==> config.mk <==
export PLATFORM = sky130hd
export DESIGN_NAME = acsp_top
export DESIGN_NICKNAME = d
export VERILOG_FILES = /design/src/design/acsp_pkg.sv /design/src/design/acsp_top.sv /design/src/design/acsp_sync.sv
export SDC_FILE = /design/constraint.sdc
export NUM_CORES = 1
export LEC_CHECK = 0
export BUFFER_PORTS_ARGS = -buffer_cell sky130_fd_sc_hd__buf_4
export CORE_ASPECT_RATIO = 1.1
export CORE_MARGIN = 10
export CORE_UTILIZATION = 50
export CTS_BUF_LIST = sky130_fd_sc_hd__clkbuf_4
export DETAILED_ROUTE_END_ITERATION = 10
export PLACE_DENSITY_LB_ADDON = 0.15
export SYNTH_ARGS = -nofsm -noshare
export SYNTH_HDL_FRONTEND = slang
export SYNTH_SLANG_ARGS = --single-unit
==> constraint.sdc <==
create_clock -name clk_in -period 2.86 [get_ports clk_in]
set_clock_uncertainty 0.2 [all_clocks]
set_input_delay 0.572 -clock clk_in [delete_from_list [all_inputs] [get_ports clk_in]]
set_output_delay 0.572 -clock clk_in [all_outputs]
set_load 0.05 [all_outputs]
==> src/design/acsp_pkg.sv <==
package acsp_pkg;

   // Serial word layout: address first, then data, MSB first
   localparam int unsigned ADDR_W  = 5;
   localparam int unsigned DATA_W  = 11;
   localparam int unsigned WORD_W  = 16;
   localparam int unsigned CNT_W   = 4;
   localparam int unsigned NUM_REG = 32;

   // Serial register addresses
   localparam logic [ADDR_W-1:0] REG_MAIN    = 5'h00;
   localparam logic [ADDR_W-1:0] REG_PATTERN = 5'h0A;
   localparam logic [ADDR_W-1:0] REG_OUTCFG  = 5'h0D;

   // Register 0x00 fields
   localparam int unsigned BIT_SOFT_RST  = 10;
   localparam int unsigned BIT_REF_INT   = 5;
   localparam int unsigned BIT_CH_PD_LO  = 1;
   localparam int unsigned BIT_GLOBAL_PD = 0;
   // Register 0x0A fields
   localparam int unsigned BIT_OFFSET_BIN = 9;
   localparam int unsigned BIT_PAT_LO     = 5;
   localparam logic [2:0]  PAT_CODE_SYNC   = 3'h1;
   localparam logic [2:0]  PAT_CODE_DESKEW = 3'h2;
   // Register 0x0D fields
   localparam int unsigned BIT_OVERRIDE  = 10;
   localparam int unsigned BIT_BYTEWISE  = 7;
   localparam int unsigned BIT_LSB_FIRST = 6;
   localparam int unsigned BIT_COARSE    = 5;
   localparam int unsigned BIT_RISING    = 4;
   localparam int unsigned BIT_SER14     = 2;
   localparam int unsigned BIT_DDR       = 1;
   localparam int unsigned BIT_TWO_WIRE  = 0;

   // Timing
   localparam int unsigned CLK_PERIOD_NS  = 5;
   localparam int unsigned WRITE_DELAY_NS = 100;
   localparam int unsigned WRITE_DELAY_CYC =
      (WRITE_DELAY_NS / CLK_PERIOD_NS < 1) ? 1 :
      WRITE_DELAY_NS / CLK_PERIOD_NS;
   localparam int unsigned DLY_W = 5;

   // Software port map
   localparam int unsigned BUS_ADDR_W = 6;
   localparam logic [BUS_ADDR_W-1:0] BUS_REG_LAST = 6'h1F;
   localparam logic [BUS_ADDR_W-1:0] BUS_STATUS   = 6'h20;
   localparam logic [BUS_ADDR_W-1:0] BUS_CTRL     = 6'h21;
   localparam int unsigned CTRL_RECAPTURE = 0;
   localparam int unsigned ST_PENDING     = 0;
   localparam int unsigned ST_STRAP_MODE  = 1;
   localparam int unsigned ST_STRAPS_LO   = 2;

   // Strap voltage levels, lowest first
   typedef enum logic [1:0] {
      ACSP_LVL_GND,
      ACSP_LVL_LOW,
      ACSP_LVL_HIGH,
      ACSP_LVL_FULL
   } acsp_level_t;

   typedef enum logic [1:0] {
      ACSP_PAT_NORMAL,
      ACSP_PAT_SYNC,
      ACSP_PAT_DESKEW
   } acsp_pattern_t;

endpackage

==> src/design/acsp_top.sv <==
// Summary of operation
// - Clock low, data high as straps: sync pattern on all channels.
// - Clock high, data low as straps: global power down of everything.
// - Clock and data high as straps: deskew pattern on all channels.
// - Enable strap four levels pick reference source and coarse gain.
// - Straps configure the device automatically after power-up.
// - First config strap picks bit clock rate and wire count.
// - Second config strap picks 12x/14x and capture edge, SDR only.
// - Fourth config strap picks bit order and number format.
// - Bits sampled on shift clock falling edges while enable is low.
// - Every 16th falling edge loads the word into its register.
// - Partial word at enable release is discarded.
// - Several words may follow within one enable low period.
// - Shift clock up to 20 MHz, any slower rate or duty cycle.
// - Word is 5 address bits then 11 data bits.
// - Reset pin high pulse over 10 ns resets all registers.
// - Soft reset bit in register 0x00 clears all, then self-clears.
// - Register write takes effect about 100 ns after 16th edge.
// - Override bit in 0x0D hands strap modes to the registers.
// - Power-down pin high forces global power down over register.
// - After any reset every register bit reads zero.
//
// Strobed register access and the register offsets are this design's own decisions.
`timescale 1ns/100ps
module acsp_top #(
   parameter logic [13:0] SYNC_PATTERN   = 14'h0000,
   parameter logic [13:0] DESKEW_PATTERN = 14'h0000
) (
   // Clock and reset
   input  wire logic                              clk_in,
   input  wire logic                              rstn_in,
   // Serial port pins
   input  wire logic                              serial_enable_n_in,
   input  wire logic                              serial_clock_in,
   input  wire logic                              serial_in_line_in,
   input  wire logic                              hw_reset_in,
   // Strap pins, level codes from the comparators
   input  wire logic [1:0]                        serial_enable_level_in,
   input  wire logic                              powerdown_strap_in,
   input  wire logic [1:0]                        wire_clock_strap_in,
   input  wire logic [1:0]                        serialize_edge_strap_in,
   input  wire logic [1:0]                        reserved_strap_in,
   input  wire logic [1:0]                        order_format_strap_in,
   // Software port
   input  wire logic [acsp_pkg::BUS_ADDR_W-1:0]   bus_addr_in,
   input  wire logic [31:0]                       bus_wdata_in,
   input  wire logic                              bus_wr_in,
   input  wire logic                              bus_rd_in,
   output logic      [31:0]                       bus_rdata_out,
   // Operating modes
   output acsp_pkg::acsp_pattern_t                test_pattern_out,
   output logic      [13:0]                       pattern_word_out,
   output logic                                   global_pd_out,
   output logic      [3:0]                        chan_pd_out,
   output logic                                   ref_internal_out,
   output logic                                   coarse_gain_out,
   output logic                                   two_wire_out,
   output logic                                   ddr_clock_out,
   output logic                                   serialize14_out,
   output logic                                   capture_rising_out,
   output logic                                   lsb_first_out,
   output logic                                   offset_binary_out,
   output logic                                   bytewise_out
);
   localparam int unsigned SW = 15;
   localparam int unsigned DW = acsp_pkg::DLY_W;
   localparam logic [DW-1:0] DLY_LAST = DW'(acsp_pkg::WRITE_DELAY_CYC - 1);
   // Sync shows reset zeros for two edges, so boot capture waits them out
   localparam logic [1:0] BOOT_WAIT = 2'h3;

   logic [SW-1:0] pins_s;
   logic          sen_s;
   logic          sclk_s;
   logic          serial_in_line_s;
   logic          rst_s;
   logic          pdn_s;
   logic [1:0]    sen_lvl_s;
   logic [7:0]    cfg_s;

   // Serial, reset and strap pins cross into clk_in through two flops; the software port does not
   acsp_sync #(.W(SW)) u_sync (
      .clk_in  (clk_in),
      .rstn_in (rstn_in),
      .d_in    ({serial_enable_n_in, serial_clock_in, serial_in_line_in,
                 hw_reset_in, powerdown_strap_in, serial_enable_level_in,
                 wire_clock_strap_in, serialize_edge_strap_in,
                 reserved_strap_in, order_format_strap_in}),
      .q_out   (pins_s)
   );
   assign {sen_s, sclk_s, serial_in_line_s, rst_s, pdn_s, sen_lvl_s, cfg_s} = pins_s;

   // Reset pin held high means the serial pins act as straps
   logic strap_mode;
   assign strap_mode = rst_s;

   // Serial shifter and delayed write
   logic                          sclk_prev_q, sclk_prev_d;
   logic [acsp_pkg::WORD_W-1:0]   shift_q, shift_d;
   logic [acsp_pkg::CNT_W-1:0]    cnt_q, cnt_d;
   logic                          pend_q, pend_d;
   logic [acsp_pkg::WORD_W-1:0]   pword_q, pword_d;
   logic [acsp_pkg::DLY_W-1:0]    dly_q, dly_d;
   logic                          fall;
   logic                          wr_go;
   logic [acsp_pkg::WORD_W-1:0]   next_word;

   // Falling edge found from the synced clock; 20 MHz gives 10 samples
   assign fall      = sclk_prev_q & ~sclk_s;
   assign next_word = {shift_q[acsp_pkg::WORD_W-2:0], serial_in_line_s};

   always_comb begin
      sclk_prev_d = sclk_s;
      shift_d     = shift_q;
      cnt_d       = cnt_q;
      pend_d      = pend_q;
      pword_d     = pword_q;
      dly_d       = dly_q;
      wr_go       = 1'b0;
      if (pend_q) begin
         if (dly_q == DLY_LAST) begin
            wr_go  = 1'b1;
            pend_d = 1'b0;
         end else begin
            dly_d = dly_q + 1'b1;
         end
      end
      if (sen_s || strap_mode) begin
         cnt_d = '0;
      end else if (fall) begin
         shift_d = next_word;
         cnt_d   = cnt_q + 1'b1;
         if (cnt_q == {acsp_pkg::CNT_W{1'b1}}) begin
            pend_d  = 1'b1;
            pword_d = next_word;
            dly_d   = '0;
         end
      end
      if (rst_s) begin
         pend_d = 1'b0;
      end
   end

   always_ff @(posedge clk_in or negedge rstn_in) begin
      if (!rstn_in) begin
         sclk_prev_q <= 1'b0;
         shift_q     <= '0;
         cnt_q       <= '0;
         pend_q      <= 1'b0;
         pword_q     <= '0;
         dly_q       <= '0;
      end else begin
         sclk_prev_q <= sclk_prev_d;
         shift_q     <= shift_d;
         cnt_q       <= cnt_d;
         pend_q      <= pend_d;
         pword_q     <= pword_d;
         dly_q       <= dly_d;
      end
   end

   // Register file
   logic [acsp_pkg::DATA_W-1:0] regs_q [acsp_pkg::NUM_REG];
   logic [acsp_pkg::DATA_W-1:0] regs_d [acsp_pkg::NUM_REG];
   logic [acsp_pkg::ADDR_W-1:0] w_addr;
   logic [acsp_pkg::DATA_W-1:0] w_data;
   assign {w_addr, w_data} = pword_q;

   always_comb begin
      regs_d = regs_q;
      if (rst_s) begin
         for (int i = 0; i < acsp_pkg::NUM_REG; i++) begin
            regs_d[i] = '0;
         end
      end else if (wr_go) begin
         if (w_addr == acsp_pkg::REG_MAIN &&
             w_data[acsp_pkg::BIT_SOFT_RST]) begin
            // Bit is never stored, so it reads back zero
            for (int i = 0; i < acsp_pkg::NUM_REG; i++) begin
               regs_d[i] = '0;
            end
         end else begin
            regs_d[w_addr] = w_data;
         end
      end
   end

   always_ff @(posedge clk_in or negedge rstn_in) begin
      if (!rstn_in) begin
         for (int i = 0; i < acsp_pkg::NUM_REG; i++) begin
            regs_q[i] <= '0;
         end
      end else begin
         regs_q <= regs_d;
      end
   end

   // Strap capture: at power-up, or again on software request
   logic       cap_pend_q, cap_pend_d;
   logic [1:0] boot_q, boot_d;
   logic [9:0] straps_q, straps_d;
   logic       recapture;
   assign recapture = bus_wr_in && bus_addr_in == acsp_pkg::BUS_CTRL &&
                      bus_wdata_in[acsp_pkg::CTRL_RECAPTURE];

   always_comb begin
      cap_pend_d = recapture;
      boot_d     = boot_q;
      straps_d   = straps_q;
      if (boot_q != '0) begin
         boot_d = boot_q - 1'b1;
      end
      if (cap_pend_q || boot_q != '0) begin
         straps_d = {sen_lvl_s, cfg_s};
      end
   end

   always_ff @(posedge clk_in or negedge rstn_in) begin
      if (!rstn_in) begin
         cap_pend_q <= 1'b1;
         boot_q     <= BOOT_WAIT;
         straps_q   <= '0;
      end else begin
         cap_pend_q <= cap_pend_d;
         boot_q     <= boot_d;
         straps_q   <= straps_d;
      end
   end

   // Mode decode
   acsp_pkg::acsp_level_t lv_sen, lv_c1, lv_c2, lv_c4;
   assign lv_sen = acsp_pkg::acsp_level_t'(straps_q[9:8]);
   assign lv_c1  = acsp_pkg::acsp_level_t'(straps_q[7:6]);
   assign lv_c2  = acsp_pkg::acsp_level_t'(straps_q[5:4]);
   assign lv_c4  = acsp_pkg::acsp_level_t'(straps_q[1:0]);
   // Third strap (straps_q[3:2]) has no function; only shown in status

   logic [acsp_pkg::DATA_W-1:0] r_main, r_pat, r_out;
   logic                         ovrd;
   assign r_main = regs_q[acsp_pkg::REG_MAIN];
   assign r_pat  = regs_q[acsp_pkg::REG_PATTERN];
   assign r_out  = regs_q[acsp_pkg::REG_OUTCFG];
   assign ovrd   = r_out[acsp_pkg::BIT_OVERRIDE];

   acsp_pkg::acsp_pattern_t pat_d;
   logic gpd_d, ref_d, gain_d, two_d, ddr_d, s14_d, rise_d, lsb_d, ob_d, bw_d;
   logic [3:0] chpd_d;
   logic s_two, s_ddr, s_s14, s_rise, s_lsb, s_ob;

   always_comb begin
      s_two  = lv_c1 != acsp_pkg::ACSP_LVL_GND &&
               lv_c1 != acsp_pkg::ACSP_LVL_LOW;
      s_ddr  = lv_c1 != acsp_pkg::ACSP_LVL_HIGH;
      s_s14  = lv_c2 == acsp_pkg::ACSP_LVL_LOW ||
               lv_c2 == acsp_pkg::ACSP_LVL_HIGH;
      s_rise = lv_c2 == acsp_pkg::ACSP_LVL_HIGH ||
               lv_c2 == acsp_pkg::ACSP_LVL_FULL;
      s_lsb  = lv_c4 == acsp_pkg::ACSP_LVL_HIGH ||
               lv_c4 == acsp_pkg::ACSP_LVL_FULL;
      s_ob   = lv_c4 == acsp_pkg::ACSP_LVL_LOW ||
               lv_c4 == acsp_pkg::ACSP_LVL_HIGH;
      pat_d  = acsp_pkg::ACSP_PAT_NORMAL;
      gpd_d  = pdn_s;
      chpd_d = r_main[acsp_pkg::BIT_CH_PD_LO +: 4];
      ref_d  = r_main[acsp_pkg::BIT_REF_INT];
      gain_d = 1'b0;
      if (strap_mode) begin
         chpd_d = '0;
         ref_d  = lv_sen == acsp_pkg::ACSP_LVL_HIGH ||
                  lv_sen == acsp_pkg::ACSP_LVL_FULL;
         gain_d = lv_sen == acsp_pkg::ACSP_LVL_LOW ||
                  lv_sen == acsp_pkg::ACSP_LVL_HIGH;
         if (!sclk_s && serial_in_line_s) begin
            pat_d = acsp_pkg::ACSP_PAT_SYNC;
         end else if (sclk_s && !serial_in_line_s) begin
            gpd_d = 1'b1;
         end else if (sclk_s && serial_in_line_s) begin
            pat_d = acsp_pkg::ACSP_PAT_DESKEW;
         end
      end else begin
         gpd_d = pdn_s | r_main[acsp_pkg::BIT_GLOBAL_PD];
         if (r_pat[acsp_pkg::BIT_PAT_LO +: 3] == acsp_pkg::PAT_CODE_SYNC) begin
            pat_d = acsp_pkg::ACSP_PAT_SYNC;
         end else if (r_pat[acsp_pkg::BIT_PAT_LO +: 3] ==
                      acsp_pkg::PAT_CODE_DESKEW) begin
            pat_d = acsp_pkg::ACSP_PAT_DESKEW;
         end
         if (ovrd) begin
            gain_d = r_out[acsp_pkg::BIT_COARSE];
         end
      end
      if (ovrd && !strap_mode) begin
         two_d = r_out[acsp_pkg::BIT_TWO_WIRE];
         ddr_d = r_out[acsp_pkg::BIT_DDR];
         s14_d = r_out[acsp_pkg::BIT_SER14];
         rise_d = r_out[acsp_pkg::BIT_RISING];
         lsb_d = r_out[acsp_pkg::BIT_LSB_FIRST];
         ob_d  = r_pat[acsp_pkg::BIT_OFFSET_BIN];
         bw_d  = r_out[acsp_pkg::BIT_BYTEWISE];
      end else begin
         two_d = s_two;
         ddr_d = s_ddr;
         s14_d = s_s14;
         rise_d = s_rise;
         lsb_d = s_lsb;
         ob_d  = s_ob;
         bw_d  = 1'b0;
      end
      // Capture edge only means something with a single-rate clock
      rise_d = rise_d & ~ddr_d;
   end

   always_ff @(posedge clk_in or negedge rstn_in) begin
      if (!rstn_in) begin
         test_pattern_out   <= acsp_pkg::ACSP_PAT_NORMAL;
         pattern_word_out   <= '0;
         global_pd_out      <= 1'b0;
         chan_pd_out        <= '0;
         ref_internal_out   <= 1'b0;
         coarse_gain_out    <= 1'b0;
         two_wire_out       <= 1'b0;
         ddr_clock_out      <= 1'b0;
         serialize14_out    <= 1'b0;
         capture_rising_out <= 1'b0;
         lsb_first_out      <= 1'b0;
         offset_binary_out  <= 1'b0;
         bytewise_out       <= 1'b0;
      end else begin
         test_pattern_out   <= pat_d;
         pattern_word_out   <= (pat_d == acsp_pkg::ACSP_PAT_SYNC) ?
                               SYNC_PATTERN : DESKEW_PATTERN;
         global_pd_out      <= gpd_d;
         chan_pd_out        <= chpd_d;
         ref_internal_out   <= ref_d;
         coarse_gain_out    <= gain_d;
         two_wire_out       <= two_d;
         ddr_clock_out      <= ddr_d;
         serialize14_out    <= s14_d;
         capture_rising_out <= rise_d;
         lsb_first_out      <= lsb_d;
         offset_binary_out  <= ob_d;
         bytewise_out       <= bw_d;
      end
   end

   // Software read port, data one cycle after the strobe
   logic [31:0] rdata_d;
   always_comb begin
      rdata_d = '0;
      if (bus_rd_in) begin
         if (bus_addr_in <= acsp_pkg::BUS_REG_LAST) begin
            rdata_d[acsp_pkg::DATA_W-1:0] =
               regs_q[bus_addr_in[acsp_pkg::ADDR_W-1:0]];
         end else if (bus_addr_in == acsp_pkg::BUS_STATUS) begin
            rdata_d[acsp_pkg::ST_PENDING]    = pend_q;
            rdata_d[acsp_pkg::ST_STRAP_MODE] = strap_mode;
            rdata_d[acsp_pkg::ST_STRAPS_LO +: 10] = straps_q;
         end
      end
   end

   always_ff @(posedge clk_in or negedge rstn_in) begin
      if (!rstn_in) begin
         bus_rdata_out <= '0;
      end else begin
         bus_rdata_out <= rdata_d;
      end
   end
endmodule // acsp_top

==> src/design/acsp_sync.sv <==
`timescale 1ns/100ps
module acsp_sync #(
   parameter int unsigned W = 1
) (
   // Clock and reset
   input  wire logic         clk_in,
   input  wire logic         rstn_in,
   // Data
   input  wire logic [W-1:0] d_in,
   output logic      [W-1:0] q_out
);
   logic [W-1:0] meta_q;
   logic [W-1:0] meta_d;
   logic [W-1:0] q_d;

   always_comb begin
      meta_d = d_in;
      q_d    = meta_q;
   end

   always_ff @(posedge clk_in or negedge rstn_in) begin
      if (!rstn_in) begin
         meta_q <= '0;
         q_out  <= '0;
      end else begin
         meta_q <= meta_d;
         q_out  <= q_d;
      end
   end
endmodule // acsp_sync

==> results of run 1 <==
==> power by group through the flow <==
stage	combinational, W	sequential (W)	clock, W
after floorplan	0.000501	0.00688	0
after global placement	0.000893	0.00683	0
after detailed placement	0.000901	0.00683	0
after CTS	0.000928	0.00671	0.00554
after global routing	0.000994	0.00671	0.00590
final	0.000926	0.00671	0.00536
==> registers in the layout, summed over array words and instances (netlist names), 2 cells and up <==
signal and cells:
u_sync.q_out 15, u_sync.meta_q 15, cnt_q 4, straps_q 10
r_out 11, bus_rdata_out 12, boot_q 2, dly_q 5
r_pat 11, test_pattern_out 2, chan_pd_out 4, shift_q 15
r_main 11, pword_q 16, regs_q 319
==> metrics by stage <==
stage                     std cells  cell area (um^2)  worst slack (ps)
after floorplan                1579             20700               634
after global placement         2067             21600              -109
after detailed placement       2067             21600             -71.7
after CTS                      2288             23300              6.60
after global routing           2293             23300             -2.75
final                          2293             23300               101
==> logic make-up (layout without fill, tap and decap cells) <==
logic type / after synthesis / count (layout) / synth area share
AO/OA/AOI/OAI: 473 / 473 / 0.189
flip-flops: 465 / 465 / 0.566
AND/OR/NAND/NOR: 225 / 225 / 0.0616
buffers and inverters: 205 / 405 / 0.0589
multiplexers: 160 / 160 / 0.116
adder cells (fa/ha/maj): 9 / 9 / 0.00547
XOR/XNOR: 8 / 8 / 0.00340
other: 1 / 35 / 0.000182
==> critical path, delay by kind of cell, from the launching register on <==
| family | cells | cell delay (ps) |
|---|---|---|
| and+or+nand+nor | 2 | 820 |
| buffers and inverters | 1 | 210 |
| adders and majority gates | 1 | 290 |
| DFF | 1 | 410 |
| AOI/OAI and AO/OA | 2 | 750 |
==> final cells by class <==
type,count,area share
clock inverter,35,0.00719
antenna,1,0.000107
sequential,465,0.499
inverter,9,0.00145
clock buffer,165,0.0531
tap,513,0.0275
multi-input combinational,909,0.339
timing repair buffer,196,0.0727
==> path summary, 6_finish.rpt <==
| kind | cells after the start | endpoint | from |
|---|---|---|---|
| max | 6 | regs_q[294]$_DFFE_PN0P_ | dly_q[0]$_DFF_PN0_ |
| min | 4 | bus_rdata_out[7]$_DFF_PN0_ | bus_addr_in[4] |
| max reg2reg | 6 | regs_q[294]$_DFFE_PN0P_ | dly_q[0]$_DFF_PN0_ |
| min reg2reg | 0 | u_sync.q_out[14]$_DFF_PN0_ | u_sync.meta_q[14]$_DFF_PN0_ |
| max in group asynchronous | 4 | regs_q[102]$_DFFE_PN0P_ | rstn_in |
| min in group asynchronous | 3 | regs_q[226]$_DFFE_PN0P_ | rstn_in |
==> per-layer routing <==
layer  global-route usage  vias to the layer above
met5                    0                        -
li1                     -                     6152
met4               0.0811                        0
met3               0.0526                       95
met2                0.349                      577
met1                0.325                     7362
==> Yosys cell counts, drive strengths merged (2+ instances only) <==
cell type	instances	area (um^2)
a2111oi	14	160
a211oi	16	120
a21oi	24	120
a221oi	6	52.6
a22o	327	2860
a22oi	15	113
a31oi	8	56.3
a32oi	3	26.3
and2	13	81.3
and3	2	12.5
buf	162	1050
clkbuf	34	128
dfrtp	462	11600
dfstp	3	78.8
ha	9	113
inv	9	33.8
mux2	41	462
mux2i	61	611
mux4	58	1310
nand2	64	240
nand2b	3	18.8
nand3	6	30.0
nand3b	4	30.0
nand4	3	18.8
nor2	60	228
nor2b	20	133
nor3	36	347
nor3b	5	58.8
o211a	4	40.0
o211ai	4	30.0
o21ai	17	85.1
o22ai	31	194
or2	2	12.5
or3b	2	17.5
xnor2	2	17.5
xor2	6	52.6
==> repair_timing <==
item                       4_1_cts  5_1_grt
setup buffers                    0        4
hold endpoints to repair       411        0
setup endpoints to repair       11      103
gates resized for setup          1       10
hold buffers                    21        0
pin swaps                        0        4
==> flow_summary.ini, run 1 <==
[die]
die_x_um = 213
row_count = 77
initial_core_util = 0.509
num_io_pins = 119
die_h_um = 233
die_area_mm2 = 0.0497
coreArea_mm2 = 0.0405

[clock_network]
clk_pin_slew_worst_paths_ps = 60
tritoncts = done
clock_latency_ps = 850
clockBufferDepth = 3
numCtsBuffers = 116
cts_root_buf = clkbuf_4
clock-sinks = 465
htreeDepth = 3

[critical_path]
worstPathMaxFanout = 12
worstPathRequired_ps = 3400
critPathLaunchType = flop
crit_chain = ha_1 -> a31oi_4 -> nor2_4 -> buf_4 -> nor2_1 -> a22o_1
crit_path_end_kind = flop
critPathMaxStageDelay_ps = 760
cp.arrival_ps = 3300
cpMaxStageDelayCell = nor2_1
criticalPathCategory = flop to flop
ff2ff_setup_slack_ps = 100

[sta]
drv_slew = 0
min_period_ps = 2760
finalSetupViolCount = 0
hold_ws_ps = 107
slew_headroom = 0.339
fmax_ghz = 0.362
worstMarginPinSlew_ps = 987
tns_ps = 0
period_share = 0.965
hold_viol_final = 0
rsz0062_at_grt = true

[route]
wl_met3_um = 3960
ant_nets = 0
wirelength_um = 57000
wl_met2_um = 26300
top_layer_used = met4
wire_per_inst_um = 24.9
via_count = 14186
wl_met1_um = 25200
vias_per_cell = 6.19
route.detailed.drc = 0
drt_first_pass_iters = 5
first_iter_violations = 1084

[final_layout]
area_growth_pct = 13.3
layout-drive-gt1-share = 0.282
finish.utilization = 0.576
multiInputGateArea_mm2 = 0.00791
fill_cells = 3299
nets = 1763
most-common-layout-cells = dfrtp_1, a22o_1, clkbuf_4
mostFrequentLayoutCell = dfrtp_1
register_area_mm2 = 0.0116

[power]
seqPwrFrac = 0.516
ir_drop_uv = 376
p_per_area_mw_per_mm2 = 557
p_total_w = 0.0130
swShare = 0.257
p_comb_frac = 0.071
power_switching_w = 0.00334
internal_power_w = 0.00966
p_clk_frac = 0.413
leakage_nw = 11.0

[grt]
grt_pass1_wl_um = 88400
grt_max_degree = 91
grt_pass1_vias = 14575
antenna_found_initial = 1
track_usage = 0.232
overflow = 0

[synthesis]
synth.avg_cell_area_um2 = 13.3
synth_edf_count = 0
syn_inst = 1546
synth_area_mm2 = 0.0206
ys_ff_latch = 465
async_flop_share = 1.00
ys_types = 59
synth_ff_type = dfrtp_1
yosysSeqAreaShare = 0.566
synth_warnings = 0

[place]
io_buffer_count = 53
hpwl_um = 36900
place.gp.congestion = 0.934

[hold_path]
min_path_type = input port to flop

[status]
outcome = completed

[job]
cap_violations = 0
(Power assumes the default switching activity.)
==> inputs of run 2 (changes only) <==
Settings changed: RECOVER_POWER from default to 50.
==> flow_summary.ini, run 2 (synthesis results as in run 1) <==
[final_layout]
regMostFlops = regs_q
register_area_mm2 = 0.0116
most-common-layout-cells = dfrtp_1, a22o_1, clkbuf_4
design_area_mm2 = 0.0233
area_growth_pct = 13.2
largest_register_ffs = 319
nets = 1763
stdcell_count = 2293
fill_cells = 3305
finish.utilization = 0.576
multiInputGateArea_mm2 = 0.00790
mostFrequentLayoutCell = dfrtp_1
layout-drive-gt1-share = 0.280
largest_registers = regs_q x319, pword_q x16

[die]
num_io_pins = 119
die_area_mm2 = 0.0497
die_x_um = 213
die_h_um = 233
row_count = 77
initial_core_util = 0.509
coreArea_mm2 = 0.0405

[clock_network]
clock_latency_ps = 850
clockBufferDepth = 3
cts_root_buf = clkbuf_4
tritoncts = done
numCtsBuffers = 116
clk_pin_slew_worst_paths_ps = 60
htreeDepth = 3
clock-sinks = 465

[place]
io_buffer_count = 53
place.gp.congestion = 0.934
place_ws_ps = -71.7
hpwl_um = 36900
dpl_cell_area_mm2 = 0.0216
dp.cells = 2067

[sta]
drv_slew = 15
rsz0062_at_grt = true
worstMarginPinSlew_ps = 1740
finalSetupViolCount = 0
fmax_ghz = 0.362
min_period_ps = 2770
setup_slack_ps = 94.3
hold_viol_final = 0
slew_headroom = -0.161
period_share = 0.967

[grt]
grt_max_degree = 91
antenna_found_initial = 1
overflow = 0
track_usage = 0.232
grt_pass1_vias = 14575
grt_pass1_wl_um = 88400

[hold_path]
min_path_type = input port to flop

[status]
violations = capacitance limit, slew limit
outcome = finished with violations

[route]
via_count = 14206
vias_per_cell = 6.20
route.detailed.drc = 0
wirelength_um = 57000
drt_first_pass_iters = 5
wire_per_inst_um = 24.9
first_iter_violations = 1070
ant_nets = 0

[job]
cap_violations = 1

[power]
p_per_area_mw_per_mm2 = 558
ir_drop_uv = 376
p_total_w = 0.0130
leakage_nw = 11.0

[critical_path]
cp.arrival_ps = 3300
worstPathRequired_ps = 3400
worstPathMaxFanout = 12
critPathLaunchType = flop
criticalPathCategory = flop to flop
crit_path_end_kind = flop
[run 2: cell count changes in the layout (fill, tap and decap cells not counted)]
cell,before,now
buf_4,161,138
buf_8,1,0
clkbuf_1,0,2
clkbuf_2,0,6
clkbuf_4,165,181
dfstp_1,0,1
dfstp_2,3,2
nor2b_1,19,20
nor2b_4,1,0
[run 2: area by class of cell]
type                    instances  area share
flip-flops and latches        465       0.500
clock buffers                 165      0.0532
diodes                          1    0.000107
repair buffers                196      0.0715
clock inverters                35     0.00720
inverters                       9     0.00145
multi-input cells             909       0.339
well taps                     513      0.0276
[run 2: worst paths after layout]
| path | slack, ps | to | from | cells after the start |
|---|---|---|---|---|
| setup reg to reg | 90 | regs_q[294]$_DFFE_PN0P_ | dly_q[0]$_DFF_PN0_ | 6 |
| min in group asynchronous | 1110 | regs_q[54]$_DFFE_PN0P_ | rstn_in | 3 |
| setup / recovery | 90 | regs_q[294]$_DFFE_PN0P_ | dly_q[0]$_DFF_PN0_ | 6 |
| hold reg to reg | 150 | u_sync.q_out[14]$_DFF_PN0_ | u_sync.meta_q[14]$_DFF_PN0_ | 0 |
| max in group asynchronous | 110 | lsb_first_out$_DFF_PN0_ | rstn_in | 5 |
| hold / removal | 130 | bus_rdata_out[2]$_DFF_PN0_ | bus_addr_in[4] | 4 |
[run 2: worst max-delay path: stages (launching register included)]
cell     delay [ps]
dfrtp_1         410
ha_1            290
a31oi_4         490
nor2_4           60
buf_4           220
nor2_1          760
a22o_1          270
[run 2: what timing repair did]
item                                    4_1_cts  5_1_grt
hold buffers                                 21        0
endpoints found under the setup margin       11      103
gates cloned                                  0        0
gates resized for setup                       1       10
setup buffers                                 0        4
pin swaps                                     0        4
hold endpoints to repair                    411        0
[run 2: report_power, final]
part	internal, W	total [W]	switching [W]
registers	0.00665	0.00671	0.0000575
clock network	0.00272	0.00537	0.00265
logic	0.000278	0.000919	0.000641
total	0.00965	0.0130	0.00334
[run 2: routing by layer]
metal,global-route usage,share of wire,vias to the layer above
met5,0,0,-
met4,0.0811,0.027,0
met3,0.0526,0.070,103
met2,0.349,0.46,549
met1,0.325,0.44,7405
li1,-,-,6149
[run 2: per-stage QoR]
stage	hold slack, ps	setup TNS [ps]
global route	61.4	-3.00
global placement	133	-897
detailed placement	136	-673
finish	126	0
floorplan	76.4	0
CTS	34.5	0
